`config.mk`:
```
export PLATFORM = sky130hd
export DESIGN_NAME = memory_map_reset_clock
export DESIGN_NICKNAME = d
export VERILOG_FILES = /design/src/core/mmrc_pkg.sv /design/src/core/memory_map_reset_clock.sv /design/src/core/sync2.sv /design/src/core/addr_decode.sv
export VERILOG_INCLUDE_DIRS = /design/src /design/src/core
export SDC_FILE = /design/constraint.sdc
export NUM_CORES = 1
export LEC_CHECK = 0
export ABC_AREA = 1
export BUFFER_PORTS_ARGS = -buffer_cell sky130_fd_sc_hd__buf_2
export CAP_MARGIN = 20
export CORE_MARGIN = 2
export CORE_UTILIZATION = 45
export DETAILED_ROUTE_END_ITERATION = 8
export GPL_TIMING_DRIVEN = 0
export PLACE_DENSITY = 0.79
export SYNTH_ARGS = -nofsm -noshare
export SYNTH_HDL_FRONTEND = slang
export SYNTH_SLANG_ARGS = --single-unit
```
`constraint.sdc`:
```
create_clock -name clk -period 1.5 [get_ports clk]
set_input_delay 0.15 -clock clk [delete_from_list [all_inputs] [get_ports clk]]
set_output_delay 0.15 -clock clk [all_outputs]
set_load 0.05 [all_outputs]
```
`src/core/mmrc_cfg.svh`:
```
`ifndef MMRC_CFG_SVH
`define MMRC_CFG_SVH

// oscillator and state time
`define OSC_PERIOD_NS     20
`define STATE_TIME_NS     40
`define STATE_TIME_CLKS   (`STATE_TIME_NS / `OSC_PERIOD_NS)

// reset timing in state times
`define RESET_MIN_ST      4
`define RESET_SEQ_ST      10
`define RESET_DRIVE_ST    4

// register port offsets
`define CCR_OFF           16'h0000
`define STATUS_OFF        16'h0002
`define NMICLR_OFF        16'h0004
`define CCB_OFF           16'h2018

// register reset values
`define CCR_RESET         8'h00

// field positions
`define CCR_BUSW_BIT      1
`define ST_CORE_RST_BIT   0
`define ST_EA_BIT         1
`define ST_BUSW_BIT       2
`define ST_NMI_BIT        3
`define ST_DIVIDED_CLOCK_OUTPUT_BIT     4
`define ST_PIN_DRV_BIT    5
`define NMICLR_BIT        0

// memory map bounds
`define MAP_SFR_END       16'h0017
`define MAP_RAM_END       16'h00FF
`define MAP_EXTLO_END     16'h1FFD
`define MAP_PORTS_END     16'h1FFF
`define MAP_VECLO_END     16'h2013
`define MAP_RSV1_END      16'h2017
`define MAP_CCB_ADDR      16'h2018
`define MAP_RSV2_END      16'h201F
`define MAP_KEY_END       16'h202F
`define MAP_VECHI_END     16'h203F
`define MAP_RSV3_END      16'h207F
`define MAP_PROG_END      16'h3FFF

// vector fetched on a non-maskable interrupt
`define NMI_VECTOR        16'h203E

`endif

```
`src/core/mmrc_pkg.sv`:
```
package mmrc_pkg;

  typedef enum logic [3:0] {
    RG_SFR, RG_RAM, RG_EXT, RG_PORTS, RG_VEC_LO, RG_RSVD,
    RG_CCB, RG_KEY, RG_VEC_HI, RG_PROG
  } region_t;

  typedef struct packed {
    logic [15:0] addr;
    logic        valid;
    logic        fetch;
  } access_t;

  typedef struct packed {
    region_t region;
    logic    external;
    logic    reserved;
  } decode_t;

  typedef enum logic [1:0] {RS_RUN, RS_PIN_LOW, RS_SEQ} rst_state_t;

endpackage

```
`src/core/memory_map_reset_clock.sv`:
```
`include "mmrc_cfg.svh"

module memory_map_reset_clock #(
  parameter int RESET_MIN_ST   = `RESET_MIN_ST,
  parameter int RESET_SEQ_ST   = `RESET_SEQ_ST,
  parameter int RESET_DRIVE_ST = `RESET_DRIVE_ST
) (
  input  wire logic              clk,
  input  wire logic              rst_n,
  // reset pin, open drain
  input  wire logic              resetPinIn,
  output logic                   resetPinOut,
  output logic                   resetPinOe_n,
  input  wire logic              pullResetReq,
  output logic                   coreReset,
  // clock output
  output logic                   dividedClockOutput,
  output logic                   stateTimeTick,
  // pins
  input  wire logic              externalAccessSelect,
  input  wire logic              busWidthPin,
  input  wire logic              nmiPin,
  input  wire logic [7:0]        chipConfigByteIn,
  // core access decode
  input  wire mmrc_pkg::access_t acc,
  output mmrc_pkg::decode_t      decOut,
  output logic                   decValid,
  output logic                   busCycle16,
  output logic                   reservedHit,
  // non-maskable interrupt vector request
  output logic                   nmiVectorReq,
  output logic [15:0]            nmiVectorAddr,
  // register port
  input  wire logic [15:0]       regAddr,
  input  wire logic [7:0]        regWdata,
  input  wire logic              regWrite,
  input  wire logic              regRead,
  output logic [7:0]             regRdata
);

  localparam int STC = `STATE_TIME_CLKS;

  logic [3:0]              pinSync;
  logic                    rstPinS;
  logic                    eaS;
  logic                    bwS;
  logic                    nmiS;
  logic                    nmiPrevReg;
  logic                    clkoutReg;
  logic                    clkoutNext;
  logic                    realign;
  mmrc_pkg::rst_state_t    stateReg;
  mmrc_pkg::rst_state_t    stateNext;
  logic [3:0]              lowCntReg;
  logic [3:0]              lowCntNext;
  logic [3:0]              seqCntReg;
  logic [3:0]              seqCntNext;
  logic [3:0]              drvCntReg;
  logic                    lowQualified;
  logic                    seqDone;
  logic                    coreResetNext;
  logic                    ccbLoad;
  logic [7:0]              ccrReg;
  logic                    nmiPendReg;
  logic                    nmiEdge;
  logic                    nmiClr;
  mmrc_pkg::decode_t       decComb;
  logic                    busWideSel;
  logic                    selCcr;
  logic                    selStatus;
  logic                    selCcb;
  logic [7:0]              statusVal;
  logic [7:0]              rdMux;

  // reset, access select, bus width and NMI pins pass two flip-flops; the config byte is used unsynchronised
  sync2 #(
    .W         (4),
    .RESET_VAL (4'h1)
  ) u_sync (
    .clk     (clk),
    .rst_n   (rst_n),
    .asyncIn ({nmiPin, busWidthPin, externalAccessSelect, resetPinIn}),
    .syncOut (pinSync)
  );

  assign rstPinS = pinSync[0];
  assign eaS     = pinSync[1];
  assign bwS     = pinSync[2];
  assign nmiS    = pinSync[3];

  // clock divider, toggles every oscillator cycle except when realigned low at release of a qualified reset pin
  assign clkoutNext    = realign ? 1'b0 : !clkoutReg;
  assign stateTimeTick = clkoutReg;                          // one pulse per state time

  always_ff @(posedge clk) begin
    if (!rst_n) begin
      clkoutReg <= 1'b0;
    end else begin
      clkoutReg <= clkoutNext;
    end
  end

  assign dividedClockOutput = clkoutReg;

  // reset pin qualification and internal sequence
  assign lowQualified = lowCntReg >= 4'(RESET_MIN_ST);
  assign seqDone      = stateTimeTick && seqCntReg == 4'(RESET_SEQ_ST - 1);
  assign realign      = stateReg == mmrc_pkg::RS_PIN_LOW && rstPinS && lowQualified;

  always_comb begin
    stateNext  = stateReg;
    lowCntNext = lowCntReg;
    seqCntNext = seqCntReg;
    unique case (stateReg)
      mmrc_pkg::RS_RUN: begin
        if (!rstPinS) begin
          // first low sample counts only if it falls on a tick, yet four state times of low always qualify
          stateNext  = mmrc_pkg::RS_PIN_LOW;
          lowCntNext = stateTimeTick ? 4'h1 : 4'h0;
        end
      end
      mmrc_pkg::RS_PIN_LOW: begin
        if (rstPinS) begin
          // short pulses are ignored
          stateNext  = lowQualified ? mmrc_pkg::RS_SEQ : mmrc_pkg::RS_RUN;
          seqCntNext = 4'h0;
        end else if (stateTimeTick && !lowQualified) begin
          lowCntNext = lowCntReg + 4'h1;
        end
      end
      mmrc_pkg::RS_SEQ: begin
        if (!rstPinS) begin
          stateNext  = mmrc_pkg::RS_PIN_LOW;
          lowCntNext = 4'h0;
        end else if (seqDone) begin
          stateNext = mmrc_pkg::RS_RUN;
        end else if (stateTimeTick) begin
          seqCntNext = seqCntReg + 4'h1;
        end
      end
    endcase
  end

  assign coreResetNext = stateNext == mmrc_pkg::RS_SEQ ||
                         (stateNext == mmrc_pkg::RS_PIN_LOW && lowCntNext >= 4'(RESET_MIN_ST));
  assign ccbLoad       = stateReg == mmrc_pkg::RS_SEQ && seqDone;

  // chip reset starts a sequence of its own
  always_ff @(posedge clk) begin
    if (!rst_n) begin
      stateReg  <= mmrc_pkg::RS_SEQ;
      lowCntReg <= 4'h0;
      seqCntReg <= 4'h0;
      coreReset <= 1'b1;
    end else begin
      stateReg  <= stateNext;
      lowCntReg <= lowCntNext;
      seqCntReg <= seqCntNext;
      coreReset <= coreResetNext;
    end
  end

  // open-drain pull-down on request, never driven high
  always_ff @(posedge clk) begin
    if (!rst_n) begin
      drvCntReg <= 4'h0;
    end else if (pullResetReq && drvCntReg == 4'h0) begin
      drvCntReg <= 4'(RESET_DRIVE_ST * STC);
    end else if (drvCntReg != 4'h0) begin
      drvCntReg <= drvCntReg - 4'h1;
    end
  end

  assign resetPinOut  = 1'b0;
  assign resetPinOe_n = drvCntReg == 4'h0;

  // non-maskable interrupt edge and pending flag
  assign nmiEdge = nmiS && !nmiPrevReg && !coreReset;
  assign nmiClr  = regWrite && regAddr == `NMICLR_OFF && regWdata[`NMICLR_BIT];

  always_ff @(posedge clk) begin
    if (!rst_n) begin
      nmiPrevReg   <= 1'b0;
      nmiPendReg   <= 1'b0;
      nmiVectorReq <= 1'b0;
    end else begin
      nmiPrevReg   <= nmiS;
      nmiVectorReq <= nmiEdge;
      // a new edge wins over a clear in the same cycle
      if (nmiEdge) begin
        nmiPendReg <= 1'b1;
      end else if (nmiClr) begin
        nmiPendReg <= 1'b0;
      end
    end
  end

  assign nmiVectorAddr = `NMI_VECTOR;

  // configuration register, loaded from the config byte at sequence end
  assign selCcr    = regAddr == `CCR_OFF;
  assign selStatus = regAddr == `STATUS_OFF;
  assign selCcb    = regAddr == `CCB_OFF;

  always_ff @(posedge clk) begin
    if (!rst_n) begin
      ccrReg <= `CCR_RESET;
    end else if (ccbLoad) begin
      ccrReg <= chipConfigByteIn;
    end else if (regWrite && selCcr) begin
      ccrReg <= regWdata;
    end
  end

  // address decode of the core access
  addr_decode u_dec (
    .eaHigh (eaS),
    .acc    (acc),
    .dec    (decComb)
  );

  // bus width per external cycle
  assign busWideSel = ccrReg[`CCR_BUSW_BIT] ? bwS : 1'b0;

  always_ff @(posedge clk) begin
    if (!rst_n) begin
      decOut      <= '0;
      decValid    <= 1'b0;
      busCycle16  <= 1'b0;
      reservedHit <= 1'b0;
    end else begin
      decValid    <= acc.valid && !coreReset;
      decOut      <= decComb;
      busCycle16  <= acc.valid && decComb.external && busWideSel;
      reservedHit <= acc.valid && decComb.reserved;
    end
  end

  // status and read mux
  always_comb begin
    statusVal                   = 8'h00;
    statusVal[`ST_CORE_RST_BIT] = coreReset;
    statusVal[`ST_EA_BIT]       = eaS;
    statusVal[`ST_BUSW_BIT]     = bwS;
    statusVal[`ST_NMI_BIT]      = nmiPendReg;
    statusVal[`ST_DIVIDED_CLOCK_OUTPUT_BIT]   = clkoutReg;
    statusVal[`ST_PIN_DRV_BIT]  = !resetPinOe_n;
  end

  assign rdMux = selCcr    ? ccrReg :
                 selStatus ? statusVal :
                 selCcb    ? chipConfigByteIn :
                 8'h00;

  // read data stands only in the cycle after the strobe
  always_ff @(posedge clk) begin
    if (!rst_n) begin
      regRdata <= 8'h00;
    end else begin
      regRdata <= regRead ? rdMux : 8'h00;
    end
  end

endmodule

```
`src/core/sync2.sv`:
```
module sync2 #(
  parameter int          W         = 1,
  parameter logic [W-1:0] RESET_VAL = '0
) (
  input  wire logic         clk,
  input  wire logic         rst_n,
  input  wire logic [W-1:0] asyncIn,
  output logic      [W-1:0] syncOut
);

  logic [W-1:0] stage1Reg;

  // two flip-flop synchroniser, first stage read only by second
  always_ff @(posedge clk) begin
    if (!rst_n) begin
      stage1Reg <= RESET_VAL;
      syncOut   <= RESET_VAL;
    end else begin
      stage1Reg <= asyncIn;
      syncOut   <= stage1Reg;
    end
  end

endmodule

```
`src/core/addr_decode.sv`:
```
`include "mmrc_cfg.svh"

module addr_decode (
  input  wire logic             eaHigh,
  input  wire mmrc_pkg::access_t acc,
  output mmrc_pkg::decode_t      dec
);

  logic [15:0] a;
  logic        inSfr;
  logic        inRam;
  logic        inExtLo;
  logic        inPorts;
  logic        inVecLo;
  logic        inRsv1;
  logic        inCcb;
  logic        inRsv2;
  logic        inKey;
  logic        inVecHi;
  logic        inRsv3;
  logic        inProg;
  logic        inEaWin;

  // range compares over the 64 KB space
  assign a       = acc.addr;
  assign inSfr   = a <= `MAP_SFR_END;
  assign inRam   = !inSfr && a <= `MAP_RAM_END;
  assign inExtLo = a > `MAP_RAM_END && a <= `MAP_EXTLO_END;
  assign inPorts = a > `MAP_EXTLO_END && a <= `MAP_PORTS_END;
  assign inVecLo = a > `MAP_PORTS_END && a <= `MAP_VECLO_END;
  assign inRsv1  = a > `MAP_VECLO_END && a <= `MAP_RSV1_END;
  assign inCcb   = a == `MAP_CCB_ADDR;
  assign inRsv2  = a > `MAP_CCB_ADDR && a <= `MAP_RSV2_END;
  assign inKey   = a > `MAP_RSV2_END && a <= `MAP_KEY_END;
  assign inVecHi = a > `MAP_KEY_END && a <= `MAP_VECHI_END;
  assign inRsv3  = a > `MAP_VECHI_END && a <= `MAP_RSV3_END;
  assign inProg  = a > `MAP_RSV3_END && a <= `MAP_PROG_END;
  assign inEaWin = a > `MAP_PORTS_END && a <= `MAP_PROG_END;

  // region code
  assign dec.region = inSfr   ? mmrc_pkg::RG_SFR :
                      inRam   ? mmrc_pkg::RG_RAM :
                      inExtLo ? mmrc_pkg::RG_EXT :
                      inPorts ? mmrc_pkg::RG_PORTS :
                      inVecLo ? mmrc_pkg::RG_VEC_LO :
                      inCcb   ? mmrc_pkg::RG_CCB :
                      inKey   ? mmrc_pkg::RG_KEY :
                      inVecHi ? mmrc_pkg::RG_VEC_HI :
                      inProg  ? mmrc_pkg::RG_PROG :
                      (inRsv1 || inRsv2 || inRsv3) ? mmrc_pkg::RG_RSVD :
                      mmrc_pkg::RG_EXT;

  // where the access is carried out
  assign dec.external = ((inSfr || inRam) && acc.fetch) ||
                        inExtLo ||
                        (inEaWin && !eaHigh) ||
                        a > `MAP_PROG_END;

  // reserved locations are flagged but not blocked; decValid is set for them as for any access
  assign dec.reserved = inRsv1 || inRsv2 || inRsv3;
endmodule

```
======== After elaboration in Yosys (flattened, before gate mapping) ========
Index checks and enable logic that the tools add are counted.
operators by class
  add/sub/neg operators ................... 3
  magnitude comparators ................... 23
  equal/unequal tests ..................... 13
  muxes and demuxes ....................... 36
  bitwise logic cells ..................... 1
  reductions and logical operators ........ 59
operators with widths
  kind                                                                     count
  16-bit by 14-bit > comparator with 1-bit output, second input constant   7
  16-bit by 14-bit <= comparator with 1-bit output, second input constant  7
  4-bit two-way mux                                                        12
  8-bit two-way mux                                                        5
  16-bit by 14-bit equality test with 1-bit output, second input constant  2
  16-bit by 13-bit > comparator with 1-bit output, second input constant   2
  16-bit by 13-bit <= comparator with 1-bit output, second input constant  2
  1-bit logical AND                                                        29
  16-bit by 2-bit equality test with 1-bit output, second input constant   1
  16-bit by 3-bit equality test with 1-bit output, second input constant   1
  16-bit by 8-bit > comparator with 1-bit output, second input constant    1
  16-bit by 5-bit <= comparator with 1-bit output, second input constant   1
  16-bit by 8-bit <= comparator with 1-bit output, second input constant   1
  16-bit zero test                                                         1
  2-bit two-way mux                                                        7
  3-bit two-way mux                                                        4
  4-bit case mux with 3 select lines                                       1
  4-bit by 1-bit adder with 4-bit output, second input constant            2
  4-bit by 3-bit >= comparator with 1-bit output, second input constant    2
  4-bit case mux with 2 select lines                                       1
  2-bit nonzero test                                                       4
  8-bit OR reduction                                                       1
  1-bit zero test                                                          7
  1-bit logical OR                                                         7
  17 further kinds                                                         27
word-level totals
  register bits after elaboration ......... 52
  bits of input ports ..................... 59
  output and inout bits ................... 39
  logic and storage cells ................. 158

======== Longest topological paths before layout ========
  depth after elaboration ................. 13
  gate-level depth with buffers ........... 14
  depth with buffers taken out ............ 14

======== By module ========
Synthesis repeated with hierarchy kept, for this count alone.
unflattened totals
  cell total of the unflattened synthesis .. 457
  area, all modules ....................... 3,027.9 um^2
by module, submodules not included
  module                  instances  cells an instance  area an instance (um^2)  seq. area each (um^2)
  memory_map_reset_clock  1          344                2,363.5                  880.8
  addr_decode             1          88                 439.2                    0.0
  sync2                   1          25                 225.2                    160.2

======== Worst setup path before layout ========
OpenSTA, ideal clock, no wires.
  kind .................................... register -> register
  start ................................... reg drvCntReg[0]
  end ..................................... reg regRdata[5]
  library setup time ...................... 0.109 ns
  arrival ................................. 2.410 ns
  required time ........................... 1.391 ns
  slack ................................... -1.019 ns
  stages on the path, launching flop included .. 10
  path buffers ............................ 0
  clock period less this slack ............ 2.519 ns
  cells stage by stage .................... dfxtp_1 -> inv_1 -> ha_1 -> inv_1 -> nor3_1 -> inv_1 -> nand4_1 -> o211ai_1 -> nand2_1 -> inv_1
on the way
  cells in the longest elaborated chain, start to end .. 4
RTL lines
  what                      line                           text
  start: declaration        memory_map_reset_clock.sv:58   logic [3:0] drvCntReg;
  start signal: assignment  memory_map_reset_clock.sv:168  drvCntReg <= 4'(RESET_DRIVE_ST * STC);
  start signal: assignment  memory_map_reset_clock.sv:170  drvCntReg <= drvCntReg - 4'h1;
  4-bit zero test           memory_map_reset_clock.sv:175  assign resetPinOe_n = drvCntReg == 4'h0;
  via resetPinOe_n          memory_map_reset_clock.sv:13   output logic resetPinOe_n,
  1-bit zero test           memory_map_reset_clock.sv:247  statusVal[`ST_PIN_DRV_BIT] = !resetPinOe_n;
  8-bit two-way mux         memory_map_reset_clock.sv:251  selStatus ? statusVal :
  8-bit two-way mux         memory_map_reset_clock.sv:250  assign rdMux = selCcr ? ccrReg :
  end signal: assignment    memory_map_reset_clock.sv:260  regRdata <= regRead ? rdMux : 8'h00;
  end: declaration          memory_map_reset_clock.sv:38   output logic [7:0] regRdata
The timed path passes the listed nets, and every way through them passes these cells.
A chain may end at the register's enable or synchronous reset.

======== Final worst setup path ========
  start ................................... reg stateReg[0]
  end ..................................... reg seqCntReg[3]
on the way
  cells in the longest elaborated chain, start to end .. 3
  elaborated cells on any way between the ends .. 9
  those cells by class .................... 6 x eq/ne; 1 x mux; 2 x reduce/logical
RTL lines
  what                                                                                          line                           text
  start: declaration                                                                            memory_map_reset_clock.sv:52   mmrc_pkg::rst_state_t stateReg;
  start signal: assignment                                                                      memory_map_reset_clock.sv:151  stateReg <= mmrc_pkg::RS_SEQ;
  start signal: assignment                                                                      memory_map_reset_clock.sv:156  stateReg <= stateNext;
  2-bit equality test / 2-bit by 1-bit equality test with 1-bit output (equally long branches)  memory_map_reset_clock.sv:114  unique case (stateReg)
  2-bit by 1-bit != test with 1-bit output (no line) (tied with other cells)                    n/a
  5-bit AND reduction (no line)                                                                 n/a
  end signal: assignment                                                                        memory_map_reset_clock.sv:158  seqCntReg <= seqCntNext;
  end: declaration                                                                              memory_map_reset_clock.sv:56   logic [3:0] seqCntReg;
Parallel ways exist; a longest one is shown, timed or not.

==> impl_metrics.tcl <==
set metrics [dict create \
    timing.critical_path.required_ps 1710 \
    drv_cap 0 \
    cp_class "reg -> reg" \
    clock.fmax_ghz 0.6313 \
    finalSetupViolCount 5 \
    start_util_pct 47.00 \
    post_layout_nonfiller_instances 616 \
    first_pass_grt_wire_length_mm 11.14 \
    cts.htree.levels 2 \
    post_route_cells_drive_above_1_share_pct 31.61 \
    grt_antenna_before_repair 0 \
    hold_depth 3 \
    cts_buffer_depth 2 \
    mostFrequentLayoutCell "sky130_fd_sc_hd__nand2_1" \
    cells_after_synthesis 423 \
    synthAdderAreaFrac_pct 2.682 \
    critical_path_peak_fanout 4 \
    ir_drop_uv 1072 \
    gp_congestion 0.8452 \
    mostFrequentLayoutCells "sky130_fd_sc_hd__nand2_1 (97), sky130_fd_sc_hd__buf_2 (78), sky130_fd_sc_hd__nor2_1 (57)" \
    grt_max_degree 17 \
    cts_tree "built" \
    worst_setup_path_start_kind "flop" \
    vias_per_cell 4.844 \
    place.detailed.instances 592 \
    wl_per_cell_um 11.78 \
    yosys_warnings 0 \
    synth_compound_area_share_pct 7.421 \
    synth_top_cell_by_area "sky130_fd_sc_hd__dfxtp_1" \
    fin_crit_sh_pct 105.6 \
    number_of_buffers_added_by_the_clock_tree_synthesis_step 5 \
    worst_slack_at_placement_ps -303.9 \
    die_area_um2 6867 \
    timing.critical_path.max_delay_family "buffers and inverters" \
    cp_cell_sequence "inv_2 > ha_4 > clkinvlp_4 > buf_6 > o21a_1 > nand2_2 > inv_2 > nand2_2 > nand2_1 > nor3b_2" \
    number_of_i_o_port_buffers 79 \
    number_of_fill_cells_in_the_layout 519 \
    drt_pre_antenna_iters 6 \
    failed_checks "negative setup slack" \
    synth.top_cells.by_area "sky130_fd_sc_hd__dfxtp_1 (37%), sky130_fd_sc_hd__nand2_1 (14%), sky130_fd_sc_hd__inv_1 (8.7%)" \
    std_cell_rows 28 \
    grt-ovfl-total 0 \
    setup_repair_after_global_routing_missed_its_margin "yes" \
    insertion_delay_ps 320 \
    timing_worst_slew_pin_value_ps 556.8 \
    final_net_count 605 \
    worstHoldPathType "in -> reg" \
    final_period_minus_worst_setup_slack_ps 1584 \
    timing.critical_path.slowest_cell_delay_ps 370 \
    synth.cell_area_um2 2799 \
    critical_path_arrival_ps 1790 \
    muxShareOfSynthArea_pct 0 \
    fin_worst_hold_slack_ps 9.639 \
    p_leak_nw 1.990 \
    antenna_left 0 \
    register_area_share_after_synthesis_pct 37.19 \
    clk_root_buffer_cell "sky130_fd_sc_hd__clkbuf_8" \
    final_core_area_utilization_pct 63.97 \
    synthesized_area_fraction_occupied_by_and_or_nand_nor_cells_pct 37.06 \
    grtUsageTotal_pct 19.32 \
    postSynthRegisterBits 52 \
    largest_family_of_logic_cells_by_synthesized_area "simple AND/OR/NAND/NOR gates" \
    drt_drc_violations_left 0 \
    drtIter0Drc 176 \
    timing.reg2reg.worst_path_depth 10 \
    average_size_of_a_mapped_cell_um2 6.617 \
    power-per-cell-area_nw_per_um2 1029 \
    critPathBufInv 4 \
    die-height_um 82.87 \
    clk_pin_slew_ps 90 \
    synth.top_cell.area_share_pct 37.19 \
    postRouteWirelength_mm 7.259 \
    cp.depth 10 \
    area.growth.synth_to_final_pct 36.12 \
    first_global_vias 2665 \
    timing.critical_path.slowest_stage_cell "sky130_fd_sc_hd__dfxtp_4" \
    hold_viol 0 \
    run_status "finished with violations" \
    io-pin-count 98 \
    worst_slew_margin_rel_pct 62.88 \
    fin_setup_tns_ps -189.1 \
    end_kind "flop" \
    synthXorXnorAreaFrac_pct 0.6258 \
    drv_slew 0 \
    final_critical_path_setup_slack_ps -84.05 \
    hpwlAfterDp_mm 5.172 \
    worst_clock_skew_ps 15.40 \
    tritoncts_num_sinks 52 \
    cell_variety_after_synth 31 \
    antennaDiodeCount 0 \
    core_area_um2 5956 \
    die_w_um 82.87 \
    vias 2984 \
]
-- flip-flops by register name (all words and copies together) (netlist names) --
register,cells
ccrReg,8
regRdata,8
decOut,6
drvCntReg,4
lowCntReg,4
seqCntReg,4
u_sync.stage1Reg,4
u_sync.syncOut,4
stateReg,2
busCycle16,1
coreReset,1
decValid,1
dividedClockOutput,1
nmiPendReg,1
nmiPrevReg,1
nmiVectorReq,1
reservedHit,1
-- cells in the mapped netlist --
cell type	number
sky130_fd_sc_hd__clkbuf_1	5
sky130_fd_sc_hd__a32oi_1	1
sky130_fd_sc_hd__nor2_1	60
sky130_fd_sc_hd__xor2_1	1
sky130_fd_sc_hd__nor2_2	1
sky130_fd_sc_hd__o21ai_0	12
sky130_fd_sc_hd__nand3b_1	1
sky130_fd_sc_hd__nor3_4	1
sky130_fd_sc_hd__inv_1	65
sky130_fd_sc_hd__nand2_2	1
sky130_fd_sc_hd__nand3_1	34
sky130_fd_sc_hd__buf_4	20
sky130_fd_sc_hd__o221a_2	1
sky130_fd_sc_hd__nor4_4	1
sky130_fd_sc_hd__nor3_1	7
sky130_fd_sc_hd__nor4_1	3
sky130_fd_sc_hd__and2_1	1
sky130_fd_sc_hd__nand3_2	1
sky130_fd_sc_hd__nand2_1	103
sky130_fd_sc_hd__o21a_1	1
sky130_fd_sc_hd__or2_1	3
sky130_fd_sc_hd__a21oi_1	18
sky130_fd_sc_hd__dfxtp_1	52
sky130_fd_sc_hd__nor3b_1	2
sky130_fd_sc_hd__ha_1	6
sky130_fd_sc_hd__and3_1	1
sky130_fd_sc_hd__xnor2_1	1
sky130_fd_sc_hd__conb_1	2
sky130_fd_sc_hd__nand4_1	11
sky130_fd_sc_hd__o211ai_1	4
sky130_fd_sc_hd__or2_2	3
-- through the flow --
step / power [W] / instance area (um^2)
after detailed placement: 0.002828 / 3391
after floorplan: 0.002543 / 2902
after CTS: 0.003841 / 3632
after global placement: 0.002778 / 3391
final: 0.003921 / 3810
after global routing: 0.004154 / 3810
-- cell families after synthesis --
logic type               count (synthesis)
flip-flops                              52
AND/OR/NAND/NOR                        234
other                                    2
AO/OA/AOI/OAI                           37
XOR/XNOR                                 2
adder cells (fa/ha/maj)                  6
buffers and inverters                   90
-- layer usage --
layer	up-vias	wire length [um]	track usage (%)
met1	1322	3003	23.26
li1	1527	-	-
met3	15	523	4.076
met4	0	153	7.452
met5	-	0	0
met2	120	3578	33.58
-- worst reg2reg max path, stage by stage, from the launching register on --
cell,delay [ps]
sky130_fd_sc_hd__dfxtp_4,370
sky130_fd_sc_hd__inv_2,60
sky130_fd_sc_hd__ha_4,140
sky130_fd_sc_hd__clkinvlp_4,160
sky130_fd_sc_hd__buf_6,160
sky130_fd_sc_hd__o21a_1,170
sky130_fd_sc_hd__nand2_2,100
sky130_fd_sc_hd__inv_2,70
sky130_fd_sc_hd__nand2_2,70
sky130_fd_sc_hd__nand2_1,40
sky130_fd_sc_hd__nor3b_2,140
-- worst paths after layout --
| path | from | end | slack (ps) |
|---|---|---|---|
| max | stateReg[0]$_SDFF_PN0_ | seqCntReg[3]$_SDFFE_PN0P_ | -80 |
| min | nmiPin | u_sync.stage1Reg[3]$_SDFF_PN0_ | 10 |
| max reg2reg | stateReg[0]$_SDFF_PN0_ | seqCntReg[3]$_SDFFE_PN0P_ | -80 |
| min reg2reg | u_sync.stage1Reg[0]$_SDFF_PN1_ | u_sync.syncOut[0]$_SDFF_PN1_ | 420 |
-- cell type report --
| class | instances | area (um^2) | share of cell area [%] |
|---|---|---|---|
| clock buffers | 6 | 82.58 | 2.167 |
| repair buffers | 95 | 566.8 | 14.88 |
| inverters | 65 | 255.2 | 6.700 |
| clock inverters | 2 | 13.76 | 0.3612 |
| flip-flops and latches | 52 | 1059 | 27.78 |
| well taps | 75 | 93.84 | 2.463 |
| multi-input cells | 296 | 1551 | 40.72 |
| plain buffers | 25 | 187.7 | 4.926 |
-- power breakdown --
group          switching, W  total (W)  leakage [nW]  internal, W
clock              0.000473   0.000851        0.0516     0.000378
combinational      0.000874    0.00147          1.51     0.000591
sequential         0.000106    0.00160         0.427      0.00150
-- what timing repair did --
action | CTS | global route
pin swaps | 7 | 2
setup endpoints to repair | 14 | 18
cloned | 0 | 2
hold buffers | 0 | 1
hold endpoints to repair | 0 | 1
resized for setup | 26 | 27
buffers inserted | 9 | 4
Power figures use the tool's default switching activity.
